[src/rtl/keypad_debounce_pkg.sv]
// package: constants, register map and carrier types for the keypad debounce block
package keypad_debounce_pkg;

  // ----------------------------------------------------------------
  // clock and timing
  // ----------------------------------------------------------------
  localparam int CLOCK_HZ = 20000000;                 // block clock rate
  localparam int TICK_TIME_US = 1000;                 // debounce tick, 1 ms
  localparam int TICK_CYCLES = (CLOCK_HZ / 1000000) * TICK_TIME_US; // cycles per tick
  localparam int MAX_DEBOUNCE_MS = 63;                // longest debounce time

  // ----------------------------------------------------------------
  // sizes
  // ----------------------------------------------------------------
  localparam int NUM_PINS = 32;                       // monitored gpio inputs
  localparam int NUM_LINES = 5;                       // single-pin interrupt lines
  localparam int TIME_W = 6;                          // debounce and repeat field width
  localparam int SEL_W = 5;                           // source select width

  // ----------------------------------------------------------------
  // register byte addresses (word index = byte address / 4)
  // ----------------------------------------------------------------
  localparam logic [7:0] ADDR_KEYPAD_CONFIG = 8'h00;  // polarity, release, repeat
  localparam logic [7:0] ADDR_KEYPAD_PINS = 8'h04;    // keypad pin enables
  localparam logic [7:0] ADDR_DEBOUNCE = 8'h08;       // debounce time and enables
  localparam logic [7:0] ADDR_LINE_MODE = 8'h0C;      // polarity and edge mode per line
  localparam logic [7:0] ADDR_LINE_CLEAR = 8'h10;     // write ones to clear line flags
  localparam logic [7:0] ADDR_STATUS = 8'h14;         // read-only state
  localparam logic [7:0] ADDR_SRC_BASE = 8'h20;       // line source select, 4 per line

  // ----------------------------------------------------------------
  // field positions
  // ----------------------------------------------------------------
  localparam int CFG_REPEAT_LSB = 0;                  // repeat interval [5:0]
  localparam int CFG_POLARITY_BIT = 8;                // keypad polarity
  localparam int CFG_RELEASE_BIT = 9;                 // release report enable
  localparam int DEB_TIME_LSB = 0;                    // debounce time [5:0]
  localparam int DEB_LINE_LSB = 8;                    // line debounce enables [12:8]
  localparam int DEB_KEYPAD_BIT = 13;                 // keypad debounce enable
  localparam int MODE_POL_LSB = 0;                    // line polarity [4:0]
  localparam int MODE_EDGE_LSB = 8;                   // line edge mode [12:8]
  localparam int STAT_FLAG_LSB = 0;                   // line flags [4:0]
  localparam int STAT_KEYPAD_LSB = 8;                 // keypad state code [12:8]

  // ----------------------------------------------------------------
  // reset values
  // ----------------------------------------------------------------
  localparam logic [31:0] RESET_ZERO = 32'h0000_0000; // every config register resets to 0

  // ----------------------------------------------------------------
  // state encodings
  // ----------------------------------------------------------------
  typedef enum logic [4:0] {
    KP_IDLE = 5'h01,     // waiting for an active key
    KP_PRESS = 5'h02,    // debouncing the press
    KP_REPEAT = 5'h04,   // key held, repeat timing
    KP_HELD = 5'h08,     // key held, no repeat
    KP_RELEASE = 5'h10   // debouncing the release
  } keypad_state_t;

  typedef enum logic [3:0] {
    LN_IDLE = 4'h1,      // waiting for active level
    LN_DEBOUNCE = 4'h2,  // counting down
    LN_FLAGGED = 4'h4,   // flag set, awaiting clear
    LN_RELEASE = 4'h8    // awaiting non-active input
  } line_state_t;

  // register bus request carrier
  typedef struct packed {
    logic write;         // write strobe
    logic read;          // read strobe
    logic [7:0] addr;    // byte address
    logic [31:0] wdata;  // write data
  } bus_req_t;

endpackage
[src/rtl/keypad_debounce_irq.sv]
// keyboard scanner with debounce and five single-pin interrupt lines
`timescale 1ns/100ps

module keypad_debounce_irq (
  // clock and reset
  input wire logic clock,
  input wire logic rst_n,
  // register port
  input wire keypad_debounce_pkg::bus_req_t bus_req,
  output logic [31:0] rdata,
  // gpio pins from outside
  input wire logic [31:0] gpio_in,
  // interrupt outputs
  output logic keypad_interrupt,
  output logic [4:0] pin_line_interrupt
);

  // ----------------------------------------------------------------
  // declarations
  // ----------------------------------------------------------------
  logic [31:0] gpio_meta;                     // first synchroniser stage
  logic [31:0] gpio_sync;                     // second synchroniser stage
  logic [5:0] repeat_time;                    // key repeat interval, ms
  logic keypad_polarity;                      // 0 = active low keys
  logic release_report_enable;                // report key release
  logic [31:0] keypad_pin_enable;             // per-pin scanner enables
  logic [5:0] debounce_time;                  // shared debounce time, ms
  logic [4:0] line_debounce_enable;           // per-line debounce enable
  logic keypad_debounce_enable;               // scanner debounce enable
  logic [4:0] line_polarity;                  // 0 = active high line
  logic [4:0] line_edge_mode;                 // 1 = edge, 0 = level
  logic [4:0] line_source_select [5];         // per-line pin select
  logic [4:0] line_clear;                     // clear pulses from a write
  logic [14:0] prescale;                      // tick prescaler
  logic tick;                                 // one-cycle 1 ms tick
  logic key_hit;                              // any enabled key active
  keypad_debounce_pkg::keypad_state_t kp_state; // scanner state
  logic [5:0] kp_timer;                       // scanner countdown
  logic [4:0] line_flag;                      // sticky line flags
  logic [4:0] line_hit;                       // per-line hit detect

  // ----------------------------------------------------------------
  // input synchroniser
  // ----------------------------------------------------------------
  // two flops before any logic looks at a pin
  always_ff @(posedge clock or negedge rst_n) begin
    if (!rst_n) begin
      gpio_meta <= 32'h0000_0000;
      gpio_sync <= 32'h0000_0000;
    end else begin
      gpio_meta <= gpio_in;
      gpio_sync <= gpio_meta;
    end
  end

  // ----------------------------------------------------------------
  // millisecond tick
  // ----------------------------------------------------------------
  // free-running prescaler shared by all timers
  // tick phase is free, so a count of n lasts between n-1 and n ms
  always_ff @(posedge clock or negedge rst_n) begin
    if (!rst_n) begin
      prescale <= 15'h0000;
      tick <= 1'b0;
    end else if (prescale == 15'(keypad_debounce_pkg::TICK_CYCLES - 1)) begin
      prescale <= 15'h0000;
      tick <= 1'b1;
    end else begin
      prescale <= prescale + 15'h0001;
      tick <= 1'b0;
    end
  end

  // ----------------------------------------------------------------
  // register writes
  // ----------------------------------------------------------------
  // configuration registers
  always_ff @(posedge clock or negedge rst_n) begin
    if (!rst_n) begin
      repeat_time <= 6'h00;
      keypad_polarity <= 1'b0;
      release_report_enable <= 1'b0;
      keypad_pin_enable <= 32'h0000_0000;
      debounce_time <= 6'h00;
      line_debounce_enable <= 5'h00;
      keypad_debounce_enable <= 1'b0;
      line_polarity <= 5'h00;
      line_edge_mode <= 5'h00;
    end else if (bus_req.write) begin
      case (bus_req.addr)
        keypad_debounce_pkg::ADDR_KEYPAD_CONFIG: begin
          repeat_time <= bus_req.wdata[keypad_debounce_pkg::CFG_REPEAT_LSB +: 6];
          keypad_polarity <= bus_req.wdata[keypad_debounce_pkg::CFG_POLARITY_BIT];
          release_report_enable <= bus_req.wdata[keypad_debounce_pkg::CFG_RELEASE_BIT];
        end
        keypad_debounce_pkg::ADDR_KEYPAD_PINS: begin
          keypad_pin_enable <= bus_req.wdata;
        end
        keypad_debounce_pkg::ADDR_DEBOUNCE: begin
          debounce_time <= bus_req.wdata[keypad_debounce_pkg::DEB_TIME_LSB +: 6];
          line_debounce_enable <= bus_req.wdata[keypad_debounce_pkg::DEB_LINE_LSB +: 5];
          keypad_debounce_enable <= bus_req.wdata[keypad_debounce_pkg::DEB_KEYPAD_BIT];
        end
        keypad_debounce_pkg::ADDR_LINE_MODE: begin
          line_polarity <= bus_req.wdata[keypad_debounce_pkg::MODE_POL_LSB +: 5];
          line_edge_mode <= bus_req.wdata[keypad_debounce_pkg::MODE_EDGE_LSB +: 5];
        end
        default: begin
          // other addresses hold no configuration here
        end
      endcase
    end
  end

  // clear pulses: ones written to the clear register
  // clears only act in the flagged state, so set and clear never meet
  always_comb begin
    if (bus_req.write && bus_req.addr == keypad_debounce_pkg::ADDR_LINE_CLEAR) begin
      line_clear = bus_req.wdata[4:0];
    end else begin
      line_clear = 5'h00;
    end
  end

  // ----------------------------------------------------------------
  // register reads
  // ----------------------------------------------------------------
  // read data valid the cycle after the strobe, zero otherwise
  always_ff @(posedge clock or negedge rst_n) begin
    if (!rst_n) begin
      rdata <= 32'h0000_0000;
    end else if (!bus_req.read) begin
      rdata <= 32'h0000_0000;
    end else begin
      case (bus_req.addr)
        keypad_debounce_pkg::ADDR_KEYPAD_CONFIG: begin
          rdata <= {22'h000000, release_report_enable, keypad_polarity, 2'h0, repeat_time};
        end
        keypad_debounce_pkg::ADDR_KEYPAD_PINS: begin
          rdata <= keypad_pin_enable;
        end
        keypad_debounce_pkg::ADDR_DEBOUNCE: begin
          rdata <= {18'h00000, keypad_debounce_enable, line_debounce_enable, 2'h0,
                    debounce_time};
        end
        keypad_debounce_pkg::ADDR_LINE_MODE: begin
          rdata <= {19'h00000, line_edge_mode, 3'h0, line_polarity};
        end
        keypad_debounce_pkg::ADDR_STATUS: begin
          rdata <= {19'h00000, kp_state, 3'h0, line_flag};
        end
        keypad_debounce_pkg::ADDR_SRC_BASE,
        keypad_debounce_pkg::ADDR_SRC_BASE + 8'h04,
        keypad_debounce_pkg::ADDR_SRC_BASE + 8'h08,
        keypad_debounce_pkg::ADDR_SRC_BASE + 8'h0C,
        keypad_debounce_pkg::ADDR_SRC_BASE + 8'h10: begin
          rdata <= {27'h0000000, line_source_select[3'(bus_req.addr[4:2])]};
        end
        default: begin
          rdata <= 32'h0000_0000; // unmapped reads as zero
        end
      endcase
    end
  end

  // ----------------------------------------------------------------
  // keyboard scanner
  // ----------------------------------------------------------------
  // hit when any enabled pin sits at the active level
  // level sensed: a key already down when enabled starts a sequence
  always_comb begin
    if (keypad_polarity) begin
      key_hit = |(gpio_sync & keypad_pin_enable);
    end else begin
      key_hit = |(~gpio_sync & keypad_pin_enable);
    end
  end

  // scanner state machine and countdown
  always_ff @(posedge clock or negedge rst_n) begin
    if (!rst_n) begin
      kp_state <= keypad_debounce_pkg::KP_IDLE;
      kp_timer <= 6'h00;
      keypad_interrupt <= 1'b0;
    end else begin
      keypad_interrupt <= 1'b0;
      case (kp_state)
        keypad_debounce_pkg::KP_IDLE: begin
          if (key_hit) begin
            kp_timer <= keypad_debounce_enable ? debounce_time : 6'h00;
            kp_state <= keypad_debounce_pkg::KP_PRESS;
          end
        end
        keypad_debounce_pkg::KP_PRESS, keypad_debounce_pkg::KP_REPEAT: begin
          if (kp_timer != 6'h00) begin
            if (tick) begin
              kp_timer <= kp_timer - 6'h01;
            end
          end else if (!key_hit) begin
            // bounce or release seen once the countdown has expired
            kp_state <= keypad_debounce_pkg::KP_IDLE;
            if (kp_state == keypad_debounce_pkg::KP_REPEAT && release_report_enable) begin
              kp_timer <= keypad_debounce_enable ? debounce_time : 6'h00;
              kp_state <= keypad_debounce_pkg::KP_RELEASE;
            end
          end else begin
            keypad_interrupt <= 1'b1;
            kp_timer <= repeat_time;
            if (kp_state == keypad_debounce_pkg::KP_REPEAT && repeat_time == 6'h00) begin
              keypad_interrupt <= 1'b0;
            end
            kp_state <= (repeat_time == 6'h00) ? keypad_debounce_pkg::KP_HELD
                                               : keypad_debounce_pkg::KP_REPEAT;
          end
        end
        keypad_debounce_pkg::KP_HELD: begin
          if (!key_hit) begin
            if (release_report_enable) begin
              kp_timer <= keypad_debounce_enable ? debounce_time : 6'h00;
              kp_state <= keypad_debounce_pkg::KP_RELEASE;
            end else begin
              kp_state <= keypad_debounce_pkg::KP_IDLE;
            end
          end
        end
        // release debounce does not recheck the key; it always reports
        keypad_debounce_pkg::KP_RELEASE: begin
          if (kp_timer != 6'h00) begin
            if (tick) begin
              kp_timer <= kp_timer - 6'h01;
            end
          end else begin
            keypad_interrupt <= 1'b1;
            kp_state <= keypad_debounce_pkg::KP_IDLE;
          end
        end
        default: begin
          kp_state <= keypad_debounce_pkg::KP_IDLE;
        end
      endcase
    end
  end

  // ----------------------------------------------------------------
  // single-pin interrupt lines
  // ----------------------------------------------------------------
  genvar g;
  generate
    for (g = 0; g < keypad_debounce_pkg::NUM_LINES; g++) begin : gen_line
      keypad_debounce_pkg::line_state_t state; // line state
      logic [5:0] timer;                       // line countdown

      // selected pin at its active level
      assign line_hit[g] = gpio_sync[line_source_select[g]] ^ line_polarity[g];
      // line state stays internal; status shows only the flags

      // source select register for this line
      always_ff @(posedge clock or negedge rst_n) begin
        if (!rst_n) begin
          line_source_select[g] <= 5'h00;
        end else if (bus_req.write &&
                     bus_req.addr == keypad_debounce_pkg::ADDR_SRC_BASE + 8'(4 * g)) begin
          line_source_select[g] <= bus_req.wdata[4:0];
        end
      end

      // line state machine
      always_ff @(posedge clock or negedge rst_n) begin
        if (!rst_n) begin
          state <= keypad_debounce_pkg::LN_IDLE;
          timer <= 6'h00;
          line_flag[g] <= 1'b0;
        end else begin
          case (state)
            keypad_debounce_pkg::LN_IDLE: begin
              if (line_hit[g]) begin
                timer <= line_debounce_enable[g] ? debounce_time : 6'h00;
                state <= keypad_debounce_pkg::LN_DEBOUNCE;
              end
            end
            keypad_debounce_pkg::LN_DEBOUNCE: begin
              if (timer != 6'h00) begin
                if (tick) begin
                  timer <= timer - 6'h01;
                end
              end else if (line_hit[g]) begin
                line_flag[g] <= 1'b1;
                state <= keypad_debounce_pkg::LN_FLAGGED;
              end else begin
                state <= keypad_debounce_pkg::LN_IDLE;
              end
            end
            keypad_debounce_pkg::LN_FLAGGED: begin
              if (line_clear[g]) begin
                line_flag[g] <= 1'b0;
                state <= line_edge_mode[g] ? keypad_debounce_pkg::LN_RELEASE
                                           : keypad_debounce_pkg::LN_IDLE;
              end
            end
            keypad_debounce_pkg::LN_RELEASE: begin
              if (!line_hit[g]) begin
                state <= keypad_debounce_pkg::LN_IDLE;
              end
            end
            default: begin
              state <= keypad_debounce_pkg::LN_IDLE;
            end
          endcase
        end
      end

      // interrupt output follows the sticky flag
      always_ff @(posedge clock or negedge rst_n) begin
        if (!rst_n) begin
          pin_line_interrupt[g] <= 1'b0;
        end else begin
          pin_line_interrupt[g] <= line_flag[g];
        end
      end
    end
  endgenerate

endmodule

[config.mk]
export PLATFORM = sky130hd
export DESIGN_NAME = keypad_debounce_irq
export DESIGN_NICKNAME = d
export VERILOG_FILES = /design/src/rtl/keypad_debounce_pkg.sv /design/src/rtl/keypad_debounce_irq.sv
export SDC_FILE = /design/constraint.sdc
export NUM_CORES = 1
export LEC_CHECK = 0
export BUFFER_PORTS_ARGS = -buffer_cell sky130_fd_sc_hd__buf_2
export CAP_MARGIN = 20
export CORE_MARGIN = 1
export CORE_UTILIZATION = 60
export DETAILED_ROUTE_END_ITERATION = 6
export GPL_ROUTABILITY_DRIVEN = 0
export PLACE_DENSITY_LB_ADDON = 0.08
export SLEW_MARGIN = 15
export SYNTH_ARGS = -nofsm -noshare
export SYNTH_HDL_FRONTEND = slang
export SYNTH_SLANG_ARGS = --single-unit
[constraint.sdc]
create_clock -name clock -period 4.4 [get_ports clock]
set_input_delay 0.44 -clock clock [delete_from_list [all_inputs] [get_ports clock]]
set_output_delay 0.44 -clock clock [all_outputs]
set_load 0.005 [all_outputs]
==> results of run 1 <==
final cells by class:
| cell class | count | area share (%) |
|---|---|---|
| flip-flops and latches | 271 | 42.7 |
| inverters | 41 | 0.969 |
| well taps | 280 | 2.21 |
| clock buffers | 34 | 4.94 |
| clock inverters | 20 | 2.51 |
| multi-input cells | 857 | 40.3 |
| repair buffers | 157 | 6.30 |
cell usage in the layout (no fill, tap or decap), drive strengths merged, types with 22 or more instances in the layout:
cell	count
dlygate4sd3	33
nand2b	24
a21oi	48
buf	124
nor2	89
a22oi	22
inv	43
a31oi	35
clkbuf	34
nand2	80
mux2i	47
nor3	31
o21ai	55
mux2	96
nand3	31
mux4	32
dfrtp	265
and3	33
cells by family after synthesis:
logic type / synth area share [%]
and+or+nand+nor: 14.5
xor gates and xnor gates: 1.42
AOI/OAI and AO/OA: 13.3
buffers and inverters: 3.05
DFF: 49.9
adders and majority gates: 1.20
muxes: 16.7
state kept, by name, summed over array words and instances, names as in the netlist, 15 cells and up:
register            cells
gpio_meta              32
gpio_sync              32
keypad_pin_enable      32
rdata                  32
gen_line.timer         30
line_source_select     25
gen_line.state         20
prescale               15
power by group:
group | leakage [nW] | switching [W] | internal (W)
Sequential | 3.48 | 0.000370 | 0.00278
Clock | 0.568 | 0.00104 | 0.00192
Combinational | 3.02 | 0.000941 | 0.000703
worst reg2reg max path: cells and delay by family, from the launching register on:
kind / cells / cell delay (ns)
compound gates: 2 / 0.43
mux: 3 / 1.37
xor+xnor: 1 / 0.17
simple gates: 2 / 0.62
flops: 1 / 0.62
path summary, 6_finish.rpt:
kind | to | startpoint | slack (ns)
setup / recovery | gen_line[4].timer[5] | line_source_select[1] | 1.11
hold / removal | keypad_pin_enable[24] | bus_req[24] | 0.11
setup reg to reg | gen_line[4].timer[5] | line_source_select[1] | 1.11
hold reg to reg | gpio_sync[6] | gpio_meta[6] | 0.34
max in group asynchronous | gen_line[1].state[0] | rst_n | 2.73
min in group asynchronous | rdata[28] | rst_n | 0.49
routing by layer:
layer  track usage, %  share of wire, %  vias to the layer above
met2             46.7                44                      646
li1                 -                 -                     4846
met1             44.9                41                     5256
met3             7.65                11                       95
met5                0                 0                        -
met4             11.4               3.5                        0
metrics by stage:
stage	cell area, um2	std cells	setup slack, ns
after floorplan	13600	1231	1.64
after global placement	14400	1573	1.27
after detailed placement	14400	1573	1.17
after CTS	15900	1660	1.15
after global routing	15900	1660	0.995
final	15900	1660	1.11
repair_timing:
item | in CTS | in global routing
hold buffers | 33 | 0
hold endpoints to repair | 52 | 0
setup buffers | 0 | 0
==> metrics.csv, run 1 <==
metric,value,unit
synth_top_cell_by_area,dfrtp_1,
antenna_found_initial,0,
via_count,10843,
cts.path.max_buffers,3,
p_leak,7.07,nW
multi_input_area,6410,um2
grt_usage,31.4,%
start_kind,flip-flop,
die_h,153,um
htree_levels,1,
worstPathCellList,"mux4_2, mux4_2, mux2i_1, xor2_1, or3b_2, a21boi_2, nor2_1, a21oi_1",
drtPass1Iterations,7,
fill_cells,1579,
r2r_cells,8,
slew_viol_final,0,
hp-class,in2reg,
cp.depth,8,
synth_commonest_cells,"265 x dfrtp_1, 96 x mux2_2, 89 x nor2_1",
async_flop_share,100,%
irDropWorstVdd,0.453,mV
fin_crit_sh,74.8,%
netlist.area_leader.share,48.7,%
hpwl,24600,um
insertion_delay,0.56,ns
rows,54,
hold_slack,0.111,ns
drc,11,
grt.overflow.total,0,
cp.required,4.87,ns
dieArea,23300,um2
cts.sinks,271,
synth_warnings,0,
critPathKind,reg2reg,
nNetsFinal,1446,
finalSetupViolCount,0,
skew,0.0151,ns
diodes,0,
start_util,61.8,%
cap_violations,0,
status,"finished, violations left",
powerDensity,488,nW/um2
drt-total-wl,35800,um
violations,DRC,
clk_pin_slew,0.07,ns
regArea,6790,um2
synth_area,13600,um2
tightestPinTransition,0.898,ns
ant_nets,0,
cp.buffers_inverters,0,
cts_resized,0,
fin_crit,3.29,ns
syn_to_final_growth,16.7,%
crit_top_cell,mux4_2,
drtIter0Drc,1116,
cts_buffers,29,
seq_area_frac_synth,49.9,%
syn_inst,1231,
coreArea,22000,um2
total_power,0.00776,W
port_buffers,113,
first_global_vias,10481,
ys.flop_type,dfrtp_1,
hold_viol_final,0,
cp.arrival,3.76,ns
whs_path_depth,2,
slowest_delay,0.62,ns
grt_max_degree,113,
slowest_stage,dfrtp_1,
cts_tree,done,
cts-root-buf,clkbuf_16,
synth.avg_cell_area,11.1,um2
synth_cell_types,74,
io_pins,114,
grt_pass1_wl,56900,um
ys_ff_latch,271,
die_x,153,um
synth_edf_count,0,
relSlewSlack,39.3,%
drive_above_1_share,23.8,%
final_util,72.1,%
path_delay_family,multiplexers,
wl_per_cell,21.6,um
path_max_fanout,10,
synth.most_common_cell,dfrtp_1,
cp-end-kind,flip-flop,
yosys-top-cells-area,"dfrtp_1 49%, mux2_2 7.9%, mux4_2 5.3%",
vias_per_cell,6.53,
syn_nets,1320,
setup_tns,0,ns
max_freq,304,MHz
rsz0062_at_grt,no,
No activity file was read; power rests on OpenSTA's default activity.
==> run 2, diff against run 1 <==
--- a/config.mk
+++ b/config.mk
@@ -5,6 +5,7 @@
 export SDC_FILE = /design/constraint.sdc
 export NUM_CORES = 1
 export LEC_CHECK = 0
+export ABC_AREA = 1
 export BUFFER_PORTS_ARGS = -buffer_cell sky130_fd_sc_hd__buf_2
 export CAP_MARGIN = 20
 export CORE_MARGIN = 1
==> constraint.sdc (replaced) <==
create_clock -name clock -period 3.4 [get_ports clock]
set_input_delay 0.34 -clock clock [delete_from_list [all_inputs] [get_ports clock]]
set_output_delay 0.34 -clock clock [all_outputs]
set_load 0.005 [all_outputs]
==> run 2 against run 1 <==
Against the previous run: clock power grew 16%; cell count is 41% higher; the run now ends clean; area after synthesis rose by 5.2%.
==> metrics.csv, run 2 <==
metric,value,unit
fin_crit_sh,67.6,%
vias_per_cell,5.63,
fill_cells,1921,
status,"complete, no violations",
netlist.area_leader.share,46.3,%
insertion_delay,0.55,ns
cp.arrival,2.77,ns
crit_top_cell,nand2_1,
setup_tns,0,ns
antenna_found_initial,0,
cts_tree,done,
cap_violations,0,
path_max_fanout,19,
die_x,156,um
slew_viol_final,0,
drtPass1Iterations,5,
syn_to_final_growth,14.9,%
die_h,156,um
powerDensity,652,nW/um2
grt_usage,33.0,%
critPathKind,reg2reg,
clk_pin_slew,0.07,ns
grt_pass1_wl,63000,um
coreArea,23400,um2
syn_inst,1864,
placed_cell_area,15000,um2
irDropWorstVdd,0.598,mV
io_pins,114,
rsz0062_at_grt,no,
cp.required,3.87,ns
synth_edf_count,0,
p_leak,8.22,nW
grt_max_degree,98,
finalSetupViolCount,0,
dieArea,24500,um2
grt.overflow.total,0,
hp-class,in2reg,
holdBufCountCts,37,
ys.flop_type,dfrtp_1,
worstPathCellList,"inv_4, nand2_1, nand3_1, nand3_1, nand2_1, nand2_1, nand3_2, nand2_2, nand2_1, nand3_2, nand2_2, inv_2, nand2_1, o21ai_2",
rows,56,
cts_buffers,28,
synth_cell_types,53,
cts.sinks,271,
first_global_vias,12313,
seq_area_frac_synth,47.4,%
hold_viol_final,0,
slowest_delay,0.76,ns
wl_per_cell,16.7,um
port_buffers,113,
hpwl,27800,um
start_util,61.2,%
tightestPinTransition,0.786,ns
final_cell_mix,"541 x nand2_1, 265 x dfrtp_1, 207 x inv_1",
via_count,13154,
synth_top_cell_by_area,dfrtp_1,
relSlewSlack,47.5,%
final_cell_area,16400,um2
layout_commonest_cell,nand2_1,
synth.most_common_cell,nand2_1,
async_flop_share,100,%
drc,0,
synth_commonest_cells,"541 x nand2_1, 265 x dfrtp_1, 207 x inv_1",
synth_warnings,0,
drtIter0Drc,1218,
start_kind,flip-flop,
skew,0.0139,ns
total_power,0.0107,W
diodes,0,
synth.avg_cell_area,7.68,um2
cts.path.max_buffers,3,
ant_nets,0,
nNetsFinal,2084,
cts_resized,0,
ys_ff_latch,271,
drt-total-wl,39000,um
htree_levels,1,
post_cts_buffers,0,
drive_above_1_share,13.6,%
slowest_stage,dfrtp_1,
max_freq,435,MHz
synth_area,14300,um2
cts-root-buf,clkbuf_16,
syn_nets,1953,
fin_crit,2.30,ns
cp-end-kind,flip-flop,
yosys-top-cells-area,"dfrtp_1 46%, nand2_1 14%, nand3_1 7.1%",
-- run 2: final timing paths --
check / startpoint / end / slack (ns) / depth (start not counted)
max: line_source_select[0] / gen_line[4].timer[0] / 1.10 / 14
min: bus_req[26] / keypad_pin_enable[26] / 0.01 / 2
max reg2reg: line_source_select[0] / gen_line[4].timer[0] / 1.10 / 14
min reg2reg: gpio_meta[26] / gpio_sync[26] / 0.35 / 0
max in group asynchronous: rst_n / line_source_select[21] / 2.09 / 3
min in group asynchronous: rst_n / keypad_pin_enable[17] / 0.38 / 2
-- run 2: per-stage QoR --
step                instances  util [%]  worst slack, ns  hold WS [ns]
global placement         2247      64.2            0.812         0.332
CTS                      2335      70.3             1.13       0.00716
global route             2335      70.3            0.908        0.0181
finish                   2335      70.3             1.10        0.0144
floorplan                1864         -             1.70        0.0444
detailed placement       2247      64.2            0.726         0.335
-- run 2: where the power goes --
part           leakage [nW]  internal [W]  switching (W)
logic                  4.28       0.00111        0.00215
registers              3.43       0.00364       0.000401
clock network         0.510       0.00214        0.00129
total                  8.22       0.00688        0.00385
-- run 2: critical path, delay by kind of cell, from the launching register on --
family	cells	cell delay (ns)
AOI/OAI and AO/OA	1	0.06
DFF	1	0.76
and+or+nand+nor	11	0.99
buffers and inverters	2	0.40
-- run 2: cells by family after synthesis --
family	Yosys count	synth area share, %
AND/OR/NAND/NOR	986	30.0
buffers and inverters	293	8.76
AO/OA/AOI/OAI	275	11.0
flip-flops	271	47.4
XOR/XNOR	20	1.22
adder cells (fa/ha/maj)	13	1.14
multiplexers	6	0.472
-- run 2: metal layers --
metal	track usage, %	part of all wire [%]
met1	46.5	43
met2	50.9	44
met3	5.07	8.8
met4	14.1	4.2
met5	0	0
-- run 2: final cells by class --
class / count / area, um2 / share of cell area [%]
clock buffers: 35 / 808 / 4.91
flip-flops and latches: 271 / 6790 / 41.3
repair buffers: 158 / 1030 / 6.27
well taps: 319 / 399 / 2.43
clock inverters: 16 / 248 / 1.51
multi-input cells: 1300 / 6270 / 38.2
inverters: 236 / 896 / 5.45
